## config.mk

```make
export PLATFORM = sky130hd
export DESIGN_NAME = eisf_top
export DESIGN_NICKNAME = d
export VERILOG_FILES = /design/src/design/eisf_pkg.sv /design/src/design/eisf_top.sv /design/src/design/eisf_chan.sv /design/src/design/eisf_rdport.sv
export SDC_FILE = /design/constraint.sdc
export NUM_CORES = 1
export LEC_CHECK = 0
export ABC_AREA = 1
export BUFFER_PORTS_ARGS = -buffer_cell sky130_fd_sc_hd__buf_2
export CORE_ASPECT_RATIO = 1.25
export CORE_MARGIN = 4
export CORE_UTILIZATION = 51
export DETAILED_ROUTE_END_ITERATION = 7
export PLACE_DENSITY = 0.81
export RECOVER_POWER = 25
export SYNTH_ARGS = -nofsm -noshare
export SYNTH_HDL_FRONTEND = slang
export SYNTH_SLANG_ARGS = --single-unit
```

## constraint.sdc

```tcl
create_clock -name sys_clk -period 1.4 [get_ports sys_clk]
set_clock_uncertainty 0.2 [all_clocks]
set_input_delay 0 -clock sys_clk [delete_from_list [all_inputs] [get_ports sys_clk]]
set_output_delay 0 -clock sys_clk [all_outputs]
set_load 0.02 [all_outputs]
```

## src/design/eisf_pkg.sv

```systemverilog
// ****************************************************************
// External request sense and flag block: shared definitions
// ****************************************************************
package eisf_pkg;

    // ************************************************************
    // Bus and register geometry
    // ************************************************************
    localparam int unsigned ADDR_W = 8;                 // Byte address width
    localparam int unsigned DATA_W = 8;                 // Register width
    localparam int unsigned NCHAN  = 8;                 // Bit positions per register

    // Register byte addresses
    localparam logic [ADDR_W-1:0] OFF_SENSE  = 8'hf4;   // irq_sense_select
    localparam logic [ADDR_W-1:0] OFF_ENABLE = 8'hf5;   // irq_enable_mask
    localparam logic [ADDR_W-1:0] OFF_FLAGS  = 8'hf6;   // irq_pending_flags

    // Channels that exist: 5, 4, 1 and 0
    localparam logic [DATA_W-1:0] CHAN_MASK  = 8'h33;

    // Reset values
    localparam logic [DATA_W-1:0] RST_SENSE  = 8'h00;
    localparam logic [DATA_W-1:0] RST_ENABLE = 8'h00;
    localparam logic [DATA_W-1:0] RST_FLAGS  = 8'h00;
    localparam logic [DATA_W-1:0] RD_UNMAPPED = 8'h00;  // Answer for unmapped reads
    localparam logic              PIN_IDLE   = 1'b1;    // Request pins idle high

    // Sense-select encodings
    localparam logic SENSE_LEVEL = 1'b0;                // Low level requests
    localparam logic SENSE_EDGE  = 1'b1;                // Falling edge requests

    // ************************************************************
    // Types
    // ************************************************************
    // Decoded register target
    typedef enum logic [1:0] {
        REG_NONE   = 2'b00,
        REG_SENSE  = 2'b01,
        REG_ENABLE = 2'b10,
        REG_FLAGS  = 2'b11
    } eisf_reg_e;

    // One register bus request
    typedef struct packed {
        logic [ADDR_W-1:0] addr;                        // Byte address
        logic [DATA_W-1:0] wdata;                       // Write data
        logic              wr;                          // Write strobe
        logic              rd;                          // Read strobe
    } eisf_bus_s;

endpackage : eisf_pkg

```

## src/design/eisf_top.sv

```systemverilog
`timescale 1ns/100ps
// Contract
// RULE1 - Only channels 5,4,1,0 at matching bits
// RULE2 - Sense 0: low level requests interrupt
// RULE3 - Sense 1: falling edge requests interrupt
// RULE4 - Enable 0 blocks channel request
// RULE5 - Enable 1 forwards pending request
// RULE6 - Level mode sets flag while low
// RULE7 - Edge mode sets flag on fall
// RULE8 - Clear needs read of 1, write 0
// RULE9 - Level flag clears: pin high, handled
// RULE10 - Edge flag clears when exception handled
// RULE11 - Flag writes only clear, never set
// RULE12 - Request is flag and enable; reset zeros
module eisf_top (
    input  wire logic                          sys_clk,
    input  wire logic                          srst,
    input  wire eisf_pkg::eisf_bus_s           bus_req,           // Register bus request
    output logic      [eisf_pkg::DATA_W-1:0]   rd_data,           // Read answer, next cycle
    input  wire logic [eisf_pkg::NCHAN-1:0]    ext_request_pin_n, // Active-low request pins
    input  wire logic [eisf_pkg::NCHAN-1:0]    exc_done,          // Exception handling pulses
    output logic      [eisf_pkg::NCHAN-1:0]    irq_req            // Requests to the processor
);
    import eisf_pkg::*;

    // ************************************************************
    // Declarations
    // ************************************************************
    logic [DATA_W-1:0] sense_q,  sense_d;   // irq_sense_select
    logic [DATA_W-1:0] enable_q, enable_d;  // irq_enable_mask
    logic [NCHAN-1:0]  flags_q;             // irq_pending_flags
    logic [NCHAN-1:0]  flags_d;             // Next flags
    logic [NCHAN-1:0]  irq_q,    irq_d;     // Forwarded requests
    eisf_reg_e         sel;                 // Decoded address
    logic              flag_rd;             // Flag register read
    logic              flag_wr;             // Flag register write

    // ************************************************************
    // Address decode
    // ************************************************************
    always_comb begin
        // Whole byte compared: no alias can reach a flag
        // through a stray write
        // Unmapped addresses decode to none
        unique case (bus_req.addr)
            OFF_SENSE:  sel = REG_SENSE;
            OFF_ENABLE: sel = REG_ENABLE;
            OFF_FLAGS:  sel = REG_FLAGS;
            default:    sel = REG_NONE;
        endcase
        // Flag register strobes, shared by all channels
        flag_rd = bus_req.rd & (sel == REG_FLAGS);
        flag_wr = bus_req.wr & (sel == REG_FLAGS);
    end

    // ************************************************************
    // Control registers
    // ************************************************************
    // All eight bits are kept, the spare ones read back as written
    // Four spare flops per register keep read-back plain; they feed
    // no channel, so writing them does nothing
    always_comb begin
        sense_d  = sense_q;
        enable_d = enable_q;
        // A write replaces the whole byte
        if (bus_req.wr && sel == REG_SENSE) begin
            sense_d = bus_req.wdata;
        end
        if (bus_req.wr && sel == REG_ENABLE) begin
            enable_d = bus_req.wdata;
        end
    end

    always_ff @(posedge sys_clk) begin
        if (srst) begin
            sense_q  <= RST_SENSE;                                  // see RULE12
            enable_q <= RST_ENABLE;                                 // see RULE12
        end else begin
            sense_q  <= sense_d;
            enable_q <= enable_d;
        end
    end

    // ************************************************************
    // Channel instances
    // ************************************************************
    // Only populated bit positions get sensing logic
    // Each live channel keeps its pin history, arm bit
    // and flag; the flag strobes reach all of them
    // Absent bits cost no channel flops
    for (genvar i = 0; i < NCHAN; i++) begin : g_chan
        if (CHAN_MASK[i]) begin : g_live                            // see RULE1
            eisf_chan u_chan (
                .sys_clk           (sys_clk),
                .srst              (srst),
                .ext_request_pin_n (ext_request_pin_n[i]),
                .chan_sense_select (sense_q[i]),
                .exc_done          (exc_done[i]),
                .flag_rd           (flag_rd),
                .flag_wr           (flag_wr),
                .flag_wbit         (bus_req.wdata[i]),
                .chan_pending_flag (flags_q[i]),
                .flag_d            (flags_d[i])
            );
        end else begin : g_none
            // Absent channel: flag stays at its reset value
            // Constants only, nothing to clock
            assign flags_q[i] = RST_FLAGS[i];
            assign flags_d[i] = RST_FLAGS[i];
        end
    end

    // ************************************************************
    // Request outputs
    // ************************************************************
    // Built from next values so the output lines up with the flag flop
    // irq_req stays a plain flop yet never lags
    // the flag or the enable by a cycle
    // Absent bits are masked off
    always_comb begin
        irq_d = flags_d & enable_d & CHAN_MASK;                     // see RULE4 see RULE5 see RULE12
    end

    always_ff @(posedge sys_clk) begin
        if (srst) begin
            // Requests drop with the flags
            irq_q <= '0;
        end else begin
            irq_q <= irq_d;
        end
    end

    // Straight from the flop
    assign irq_req = irq_q;

    // ************************************************************
    // Read port
    // ************************************************************
    // Idle cycles read zero, so a sample
    // taken a cycle late never passes
    // for register data
    eisf_rdport u_rd (
        .sys_clk  (sys_clk),
        .srst     (srst),
        .rd       (bus_req.rd),
        .rd_sel   (sel),
        .sense_q  (sense_q),
        .enable_q (enable_q),
        .flags_q  (flags_q),
        .rd_data  (rd_data)
    );

    // Per-channel checks

    for (genvar k = 0; k < NCHAN; k++) begin : g_ast
        if (CHAN_MASK[k]) begin : g_on

        end
    end
endmodule : eisf_top

```

## src/design/eisf_chan.sv

```systemverilog
`timescale 1ns/100ps
// ****************************************************************
// One request channel: sensing and its pending flag
// ****************************************************************
module eisf_chan (
    input  wire logic sys_clk,
    input  wire logic srst,
    input  wire logic ext_request_pin_n,   // Active-low request pin
    input  wire logic chan_sense_select,   // 0 level, 1 falling edge
    input  wire logic exc_done,            // Exception handling carried out
    input  wire logic flag_rd,             // Flag register read this cycle
    input  wire logic flag_wr,             // Flag register write this cycle
    input  wire logic flag_wbit,           // Written bit value
    output logic      chan_pending_flag,   // Registered flag
    output logic      flag_d               // Next flag value
);
    import eisf_pkg::*;

    logic prev_q,  prev_d;                 // Pin level one cycle ago
    logic arm_q,   arm_d;                  // Flag was read as 1
    logic flag_q;                          // Flag state
    logic set_c;                           // Set condition
    logic auto_clr;                        // Hardware clear
    logic sw_clr;                          // Software clear

    // ************************************************************
    // Next-state logic
    // ************************************************************
    always_comb begin
        prev_d = ext_request_pin_n;
        // Set source depends on sense mode
        if (chan_sense_select == SENSE_EDGE) begin
            set_c = prev_q & ~ext_request_pin_n;                    // see RULE3 see RULE7
        end else begin
            set_c = ~ext_request_pin_n;                             // see RULE2 see RULE6
        end
        // Level mode needs the pin high again in the handling cycle
        auto_clr = exc_done & (chan_sense_select | ext_request_pin_n); // see RULE9 see RULE10
        // Write of 0 only counts after a read of 1
        sw_clr = flag_wr & ~flag_wbit & arm_q;                      // see RULE8
        // Set wins over any clear; writing 1 never sets
        flag_d = set_c | (flag_q & ~auto_clr & ~sw_clr);            // see RULE11
        // Arming: any write disarms, a read of 1 arms
        if (flag_wr) begin
            arm_d = 1'b0;
        end else if (flag_rd && flag_q) begin
            arm_d = 1'b1;                                           // see RULE8
        end else begin
            arm_d = arm_q & flag_q;
        end
    end

    // ************************************************************
    // State registers
    // ************************************************************
    always_ff @(posedge sys_clk) begin
        if (srst) begin
            prev_q <= PIN_IDLE;
            arm_q  <= 1'b0;
            flag_q <= 1'b0;
        end else begin
            prev_q <= prev_d;
            arm_q  <= arm_d;
            flag_q <= flag_d;
        end
    end

    assign chan_pending_flag = flag_q;

endmodule : eisf_chan

```

## src/design/eisf_rdport.sv

```systemverilog
`timescale 1ns/100ps
// ****************************************************************
// Read data register: one-cycle read answer
// ****************************************************************
module eisf_rdport (
    input  wire logic                          sys_clk,
    input  wire logic                          srst,
    input  wire logic                          rd,         // Read strobe
    input  wire eisf_pkg::eisf_reg_e           rd_sel,     // Decoded target
    input  wire logic [eisf_pkg::DATA_W-1:0]   sense_q,
    input  wire logic [eisf_pkg::DATA_W-1:0]   enable_q,
    input  wire logic [eisf_pkg::DATA_W-1:0]   flags_q,
    output logic      [eisf_pkg::DATA_W-1:0]   rd_data     // Valid one cycle after rd
);
    import eisf_pkg::*;

    logic [DATA_W-1:0] rdata_q, rdata_d;   // Held answer

    // Select answer; idle cycles return zero
    always_comb begin
        rdata_d = RD_UNMAPPED;
        if (rd) begin
            unique case (rd_sel)
                REG_SENSE:  rdata_d = sense_q;
                REG_ENABLE: rdata_d = enable_q;
                REG_FLAGS:  rdata_d = flags_q & CHAN_MASK;
                REG_NONE:   rdata_d = RD_UNMAPPED;
            endcase
        end
    end

    // Register the answer
    always_ff @(posedge sys_clk) begin
        if (srst) begin
            rdata_q <= RD_UNMAPPED;
        end else begin
            rdata_q <= rdata_d;
        end
    end

    assign rd_data = rdata_q;

endmodule : eisf_rdport

```

==> results of run 1 <==
-- cell families after synthesis --
logic type,count (synthesis),share of synthesized area [%]
other,1,0.208
AOI/OAI and AO/OA,20,6.38
and+or+nand+nor,128,35.4
buffers and inverters,51,13.6
DFF,40,44.4
-- through the flow --
stage	power, mW	area, um^2	TNS [ns]	utilization (%)
6_report	2.31	2370	0	71.8
5_1_grt	2.40	2370	-0.229	71.8
4_1_cts	2.31	2330	0	70.5
3_5_place_dp	1.35	2020	0	60.9
3_3_place_gp	1.35	2020	0	60.9
2_1_floorplan	1.29	1810	0	-
-- sequential cells by signal (all words and copies together) (netlist names) --
signal / flops
enable_q: 8
u_rd.rd_data: 8
irq_req: 4
g_chan.g_live.u_chan.chan_pending_flag: 4
g_chan.g_live.u_chan.prev_q: 4
sense_q: 8
g_chan.g_live.u_chan.arm_q: 4
-- placed cells by master, fill, tap and decap left out, types with 5 or more instances in the layout --
cell	count
inv_2	7
dfxtp_1	40
nand4_1	12
a21oi_1	15
buf_4	12
buf_2	27
nand2_1	40
a21oi_2	5
nor2_1	32
nand3_1	25
clkbuf_1	13
inv_1	30
clkbuf_8	5
nand3_2	7
dlygate4sd3_1	21
-- worst max path at each step --
stage,to,cells after the start
finish,irq_req[4],6
detailed placement,g_chan[5].g_live.u_chan.chan_pending_flag,7
floorplan,g_chan[0].g_live.u_chan.chan_pending_flag,7
global route,irq_req[4],6
CTS,u_rd.rd_data[6],8
global placement,g_chan[4].g_live.u_chan.chan_pending_flag,7
-- power by group through the flow --
stage               registers [mW]  logic [mW]  clock network (mW)
finish                        1.16       0.220               0.930
global placement              1.19       0.162                   0
global route                  1.16       0.243               0.997
detailed placement            1.19       0.166                   0
CTS                           1.16       0.209               0.945
floorplan                     1.18       0.102                   0
-- layout make-up --
cell class | count | area (um^2) | area share (%)
Sequential cell | 40 | 801 | 33.7
Multi-Input combinational cell | 152 | 777 | 32.7
Inverter | 37 | 139 | 5.85
Tap cell | 37 | 46.3 | 1.95
Timing Repair Buffer | 74 | 504 | 21.2
Clock inverter | 2 | 35.0 | 1.48
Clock buffer | 6 | 72.6 | 3.06
-- critical path, stage by stage --
cell and delay (ns):
dlygate4sd3_1 0.52, buf_2 0.26, nand3_2 0.27, nand2_1 0.13, nand3_1 0.11, nor2_1 0.12
-- metal layers --
layer  global-route usage, %  up-vias  part of all wire [%]
li1                        -      884                     -
met1                    25.1      788                    42
met2                    34.1       54                    49
met3                    6.25       10                   6.7
met4                    8.92        0                   2.1
met5                       0        -                     0
-- what timing repair did --
| item | CTS | global route |
|---|---|---|
| setup endpoints to repair | 0 | 10 |
| gates resized for setup | 0 | 4 |
| hold buffers | 21 | 1 |
| endpoints found under the hold margin | 40 | 1 |
| buffers inserted | 0 | 4 |
==> results.toml, run 1 <==
[outcome]
status = "completed"

[yosys]
synthDistinctLibCells = 22
yosysTopAreaCell = "dfxtp_1"
synth_area_mm2 = 0.00180
ys.flop_type = "dfxtp_1"
synth_top_cells_by_count = "dfxtp_1 (40), nand2_1 (40), nor2_1 (32)"
synth_cells = 240
ys_seq_area_share_pct = 44.4
synth-edff-count = 0
synth.top_cells.by_area = "dfxtp_1 (44%), nand2_1 (8.3%), nand3_1 (6.9%)"
synth-seq-cells = 40
syn_area_per_cell_um2 = 7.51
yosysWarnings = 0
async_flop_share_pct = 0
synth_top_area_share_pct = 44.4

[route]
route.vias.total = 1736
avgViaCountPerCell = 4.99
wl_per_cell_um = 12.6
drc = 0
ant_nets = 0
wl_um = 4370
first_pass_iters = 4
drt_iter0_markers = 51

[timing]
fmax_mhz = 728
drv_slew = 0
setup_viol = 0
rsz0062_at_grt = "yes"
setup_ws_ns = 0.0261
period_needed_ns = 1.37
hold_slack_ns = 0.0178
hold_violations = 0
post-route-period-util_pct = 98.1

[hold_path]
hold_class = "in2reg"
hold_path_startpoint = "bus_req[13]"
worst_hold_path.endpoint = "g_chan[1].g_live.u_chan.arm_q"
holdPathStages = 6

[cells_and_area]
drive_above_1_share_pct = 25.1
fin_nets = 346
areaGrowthSynthToFinish_pct = 31.7
fin_cells = 348
nFillCells = 264
antenna_cells = 0

[cts]
clk_latency_ns = 0.29
cts_tree = "done"
clockRootBuffer = "clkbuf_8"
cts.sinks = 40
cts_buffers = 5
clk_path_buf_depth = 2
cts-htree-levels = 2
clk_pin_slew_ns = 0.07

[worst_setup_path]
critPathLaunch = "bus_req[1]"
endpoint_kind = "register"
cp.arrival_ns = 1.41
worstPathRequired_ns = 1.44
r2r-end = "g_chan[4].g_live.u_chan.chan_pending_flag"
path_class = "in2reg"
critPathLaunchType = "input pin"
reg2reg_from = "g_chan[4].g_live.u_chan.arm_q"
worstRegToRegCells = 5
worstPathMaxFanout = 12
r2r_slack_ns = 0.27

[die]
io_pins = 52
dieArea_mm2 = 0.00456
die_h_um = 74.5
num_rows = 23
coreArea_mm2 = 0.00331
initial_core_util_pct = 54.5
die_x_um = 61.2

[pwr]
p_comb_share_pct = 9.5
netSwitchingFraction_pct = 22.7
clkPwrFrac_pct = 40.3
seq_power_share_pct = 50.2
netSwitchingPower_mw = 0.526
ir_drop_mv = 0.935
p_leak_nw = 1.11
power_density_mw_per_mm2 = 973
internal_power_mw = 1.79

[placed_design]
dp.cells = 314
numPortBuffers = 39
dp_worst_setup_slack_ns = 0.0996
place.gp.congestion = 0.808
hpwl_um = 2850

[global_routing]
grt_pass1_wl_um = 7040
grt.overflow.total = 0
grt_usage_pct = 20.9
grt_pass1_vias = 1590
grt_max_degree = 21
antenna_found_initial = 0

[run]
maxCapViolCount = 0
Note: power is estimated with default switching activity, not from simulation.
==> run 2, diff against run 1 <==
--- a/config.mk
+++ b/config.mk
@@ -6,12 +6,12 @@
 export NUM_CORES = 1
 export LEC_CHECK = 0
 export ABC_AREA = 1
-export BUFFER_PORTS_ARGS = -buffer_cell sky130_fd_sc_hd__buf_2
 export CORE_ASPECT_RATIO = 1.25
 export CORE_MARGIN = 4
-export CORE_UTILIZATION = 51
+export CORE_UTILIZATION = 55
 export DETAILED_ROUTE_END_ITERATION = 7
-export PLACE_DENSITY = 0.81
+export DONT_BUFFER_PORTS = 1
+export PLACE_DENSITY = 0.72
 export RECOVER_POWER = 25
 export SYNTH_ARGS = -nofsm -noshare
 export SYNTH_HDL_FRONTEND = slang
==> constraint.sdc (replaced) <==
create_clock -name sys_clk -period 1.3 [get_ports sys_clk]
set_clock_uncertainty 0.2 [all_clocks]
set_input_delay 0 -clock sys_clk [delete_from_list [all_inputs] [get_ports sys_clk]]
set_output_delay 0 -clock sys_clk [all_outputs]
set_load 0.02 [all_outputs]
==> run 2 against run 1 <==
The flow now finishes with violations (hold timing). Critical path depth shrank 1. Flip-flop and latch count is the same. Critical endpoint is now g_chan[5].g_live.u_chan.chan_pending_flag. Largest power group unchanged. Cell count shrank 15%. Worst setup slack gained 0.14 ns.
==> results.toml, run 2 (synthesized netlist as in run 1, its figures left out) <==
[placed_design]
place.gp.congestion = 0.839
dp_worst_setup_slack_ns = 0.103
hpwl_um = 2490
place_area_mm2 = 0.00180
dp.cells = 270
numPortBuffers = 0

[hold_path]
hold_class = "in2reg"
holdPathStages = 2
worst_hold_path.endpoint = "enable_q[2]"
hold_path_startpoint = "bus_req[1]"

[run]
maxCapViolCount = 0

[worst_setup_path]
path_class = "reg2reg"
critPathLaunchType = "register"
reg2reg_from = "g_chan[5].g_live.u_chan.arm_q"
cp.arrival_ns = 1.10
r2r_slack_ns = 0.17
worstPathRequired_ns = 1.27
r2r-end = "g_chan[5].g_live.u_chan.chan_pending_flag"
worstPathMaxFanout = 2
endpoint_kind = "register"
worstRegToRegCells = 5

[route]
avgViaCountPerCell = 5.15
wl_um = 3780
drc = 0
first_pass_iters = 4
wl_per_cell_um = 12.8
ant_nets = 0
route.vias.total = 1518
drt_iter0_markers = 34

[cts]
cts-htree-levels = 2
postCtsSetupRepairBufs = 0
clk_pin_slew_ns = 0.07
cts_repair_resize_count = 0
cts_buffers = 5
cts_tree = "done"
clk_latency_ns = 0.29
cts.sinks = 40
clockRootBuffer = "clkbuf_8"
clk_path_buf_depth = 2

[timing]
setup_ws_ns = 0.165
rsz0062_at_grt = "no"
relSlewSlack_pct = 60.2
period_needed_ns = 1.13
setup_viol = 0
hold_slack_ns = -0.347
drv_slew = 0
hold_violations = 36
fmax_mhz = 881
tns_ns = 0
worst_slew_pin_slew_ns = 0.594
post-route-period-util_pct = 87.3

[cells_and_area]
fin_util_pct = 64.1
mostFrequentLayoutCells = "nand2_1 (40), dfxtp_1 (40), nor2_1 (32), inv_1 (30), nand3_1 (25)"
design_area_mm2 = 0.00205
areaGrowthSynthToFinish_pct = 13.6
antenna_cells = 0
drive_above_1_share_pct = 15.1
fin_cells = 295
nFillCells = 288
fin_nets = 294

[global_routing]
grt_max_degree = 31
grt_pass1_wl_um = 6350
grt_usage_pct = 19.6
antenna_found_initial = 0
grt.overflow.total = 0
grt_pass1_vias = 1452

[outcome]
status = "finished, violations left"
violations = "hold timing"

[die]
dieArea_mm2 = 0.00426
num_rows = 23
coreArea_mm2 = 0.00319
initial_core_util_pct = 56.4
io_pins = 52
die_x_um = 59.2
die_h_um = 72.0

[pwr]
ir_drop_mv = 0.725
power.total_mw = 2.18
power_density_mw_per_mm2 = 1060
p_leak_nw = 0.885
run 2: worst max-delay path, stage by stage (launching register included):
cell and delay [ns]:
dfxtp_1 0.31, inv_1 0.04, nor2_1 0.07, nand4_1 0.10, a21oi_1 0.22, nor2_1 0.06
run 2: where the power goes:
part / leakage (nW) / internal (mW) / switching [mW]
clock: 0.0410 / 0.364 / 0.402
combinational: 0.520 / 0.0694 / 0.0906
sequential: 0.324 / 1.24 / 0.0103
total: 0.885 / 1.67 / 0.503
run 2: worst max path at each step:
| stage | endpoint | slack (ns) | cells past startpoint | startpoint |
|---|---|---|---|---|
| 6_report | g_chan[5].g_live.u_chan.chan_pending_flag | 0.17 | 5 | g_chan[5].g_live.u_chan.arm_q |
| 5_1_grt | g_chan[0].g_live.u_chan.chan_pending_flag | 0.03 | 5 | g_chan[0].g_live.u_chan.arm_q |
| 4_1_cts | u_rd.rd_data[1] | 0.16 | 7 | bus_req[0] |
| 3_5_place_dp | irq_req[0] | 0.10 | 7 | bus_req[15] |
| 3_3_place_gp | irq_req[1] | 0.09 | 7 | bus_req[15] |
| 2_1_floorplan | g_chan[0].g_live.u_chan.chan_pending_flag | 0.19 | 7 | bus_req[15] |
run 2: area by class of cell:
type | count | area [um^2] | share of cell area [%]
sequential | 40 | 801 | 39.1
multi-input combinational | 152 | 764 | 37.3
timing repair buffer | 22 | 220 | 10.8
inverter | 37 | 139 | 6.78
clock buffer | 6 | 72.6 | 3.54
tap | 37 | 46.3 | 2.26
clock inverter | 1 | 5.00 | 0.244
run 2: what timing repair did:
action                     4_1_cts  5_1_grt
hold endpoints to repair        40       35
setup endpoints to repair        0        0
hold buffers                    17        1
run 2: routing by layer:
metal / share of wire (%) / up-vias / global-route usage [%]
li1: - / 784 / -
met1: 42 / 677 / 23.5
met2: 49 / 46 / 29.5
met3: 6.8 / 11 / 7.83
met4: 2.2 / 0 / 11.1
met5: 0 / - / 0
==> run 3, diff against run 2 <==
--- a/config.mk
+++ b/config.mk
@@ -5,13 +5,12 @@
 export SDC_FILE = /design/constraint.sdc
 export NUM_CORES = 1
 export LEC_CHECK = 0
-export ABC_AREA = 1
 export CORE_ASPECT_RATIO = 1.25
 export CORE_MARGIN = 4
 export CORE_UTILIZATION = 55
 export DETAILED_ROUTE_END_ITERATION = 7
 export DONT_BUFFER_PORTS = 1
-export PLACE_DENSITY = 0.72
+export PLACE_DENSITY = 0.75
 export RECOVER_POWER = 25
 export SYNTH_ARGS = -nofsm -noshare
 export SYNTH_HDL_FRONTEND = slang
==> constraint.sdc (replaced) <==
create_clock -name sys_clk -period 0.9 [get_ports sys_clk]
set_clock_uncertainty 0.2 [all_clocks]
set_input_delay 0 -clock sys_clk [delete_from_list [all_inputs] [get_ports sys_clk]]
set_output_delay 0 -clock sys_clk [all_outputs]
set_load 0.02 [all_outputs]
==> run 3 against run 2 <==
The run ends with hold timing, setup timing left. Total power is 35% higher. Cell count fell by 26%. Register-to-register slack got worse by 0.46 ns. Utilization is 15 points higher. Synthesized cell count decreased by 32%. Clock power grew 22%. Routed wire length up 13%. First-iteration DRC count up 50%. Sequential power rose by 42%. Sequential share of layout area grew 0.64 points. Critical path type unchanged.
==> results.toml, run 3 <==
[cts]
cts_hold_buf = 4
cts_buffers = 5
clk_pin_slew_ns = 0.12
cts_tree = "done"
clockRootBuffer = "clkbuf_4"
clk_latency_ns = 0.34
cts-htree-levels = 2
cts.sinks = 40
clk_path_buf_depth = 2

[cells_and_area]
drive_above_1_share_pct = 50.5
antenna_cells = 0
layout_commonest_cell = "nor2_1"
design_area_mm2 = 0.00216
fin_nets = 219
fin_util_pct = 78.9
mostFrequentLayoutCells = "nor2_1 (26), dfxtp_1 (19), mux2i_1 (17), dfxtp_4 (12), dfxtp_2 (9)"
areaGrowthSynthToFinish_pct = 34.9

[route]
wl_um = 4280
drt_iter0_markers = 51
first_pass_iters = 4
drc = 0
wl_per_cell_um = 19.6
avgViaCountPerCell = 6.05
ant_nets = 0
route.vias.total = 1318

[timing]
rsz0062_at_grt = "yes"
period_needed_ns = 1.19
post-route-period-util_pct = 133
setup_viol = 41
setup_ws_ns = -0.294
hold_slack_ns = -0.488
fmax_mhz = 838
drv_slew = 0
hold_violations = 40

[global_routing]
met3_usage_pct = 6.23
grt_usage_pct = 21.4
grtUsageMet2_pct = 41.8
grt.overflow.total = 0
busiest_layer = "met2"
grt_max_degree = 31
antenna_found_initial = 0
grt_pass1_vias = 1318
grt_pass1_wl_um = 6130
grtUsageMet1_pct = 19.3

[die]
initial_core_util_pct = 58.5
die_x_um = 56.2
dieArea_mm2 = 0.00384
num_rows = 21
coreArea_mm2 = 0.00273
die_h_um = 68.3
io_pins = 52

[pwr]
power.total_mw = 2.94
p_leak_nw = 0.856
power_density_mw_per_mm2 = 1360
internal_power_mw = 2.24
seq_power_share_pct = 60.5
netSwitchingFraction_pct = 23.8
clkPwrFrac_pct = 31.9
netSwitchingPower_mw = 0.699
p_comb_share_pct = 7.7
ir_drop_mv = 1.24

[yosys]
yosysTopAreaCell = "dfxtp_1"
yosysWarnings = 0
synth_top_area_share_pct = 50.1
synth_top_cells_by_count = "dfxtp_1 (40), nor2_1 (26), mux2i_1 (20)"
syn_area_per_cell_um2 = 9.75
synth_area_mm2 = 0.00160
async_flop_share_pct = 0
synth_most_common_cell = "dfxtp_1"
synthDistinctLibCells = 29
synth.top_cells.by_area = "dfxtp_1 (50%), mux2i_1 (13%), nor2_1 (6.1%)"
synth_cells = 164
ys_seq_area_share_pct = 50.1
ys.flop_type = "dfxtp_1"
synth-seq-cells = 40
synth-edff-count = 0

[placed_design]
place_area_mm2 = 0.00174
hpwl_um = 2760
place.gp.congestion = 0.754
dp_worst_setup_slack_ns = -0.494
numPortBuffers = 0

[outcome]
violations = "hold timing, setup timing"
status = "finished, violations left"

[worst_setup_path]
path_buf_inv = 0
path_depth = 4
worstPathRequired_ns = 0.98
crit_family = "flip-flops"
crit_path_cell_trace = "nor2b_4 > o2111ai_2 > o21ai_2 > nor3_2"
worstRegToRegCells = 4
cp.arrival_ns = 1.27
endpoint_kind = "register"
critical_path.slowest_cell = "dfxtp_2"
worstPathMaxFanout = 2
path_class = "reg2reg"
slowest_delay_ns = 0.35
critPathLaunchType = "register"

[hold_path]
holdPathStages = 1
hold_class = "in2reg"

[run]
maxCapViolCount = 0
==> run 3: cell types whose count changed in the layout (fill, tap and decap cells not counted), sizes merged, moves of 9 or more <==
cell	change
dlygate4sd3	-14
buf	+12
nor2	-9
nand3	-31
mux2i	+20
nand4	-11
inv	-28
a21oi	-12
nand2	-38
==> run 3: area by class of cell <==
class,instances,area [um^2]
sequential,40,857
clock inverter,2,10.0
clock buffer,6,51.3
tap,34,42.5
fill,161,576
multi-input combinational,108,980
timing repair buffer,19,183
inverter,9,33.8
==> run 3: per-layer routing <==
metal	vias to the layer above	routed length, um
met5	-	0
met4	0	179
met3	16	254
met2	58	2370
met1	637	1480
li1	607	-
==> run 3: worst paths after layout <==
check                                                 start                            end  slack [ns]
setup reg to reg                                 sense_q[5]                     irq_req[5]       -0.29
setup / recovery                                 sense_q[5]                     irq_req[5]       -0.29
hold / removal                                         srst                     irq_req[5]       -0.49
hold reg to reg   g_chan[5].g_live.u_chan.chan_pending_flag  g_chan[5].g_live.u_chan.arm_q        0.26
==> run 3: kinds of logic (layout without fill, tap and decap cells) <==
family / Yosys count / in the layout / share of synthesized area, %
flip-flops: 40 / 40 / 50.1
AND/OR/NAND/NOR: 55 / 55 / 18.5
multiplexers: 20 / 20 / 12.5
buffers and inverters: 19 / 36 / 6.34
other: 1 / 4 / 0.235
AO/OA/AOI/OAI: 29 / 29 / 12.3
==> run 3: through the flow <==
step / TNS (ns) / cells
4_1_cts: -4.21 / 217
3_3_place_gp: -10.90 / 204
6_report: -4.83 / 218
3_5_place_dp: -11.96 / 204
2_1_floorplan: -9.82 / 167
5_1_grt: -6.13 / 218
==> run 3: power groups by stage <==
stage | logic, mW | clock network, mW | registers, mW
4_1_cts | 0.181 | 0.937 | 1.77
6_report | 0.225 | 0.936 | 1.77
2_1_floorplan | 0.151 | 0 | 1.84
3_3_place_gp | 0.134 | 0 | 1.85
3_5_place_dp | 0.139 | 0 | 1.85
5_1_grt | 0.241 | 1.01 | 1.78
==> run 3: timing repair <==
action,CTS,global route
setup buffers,1,1
setup endpoints to repair,41,41
endpoints found under the hold margin,40,40
gates resized for setup,45,35
pin swaps,19,15
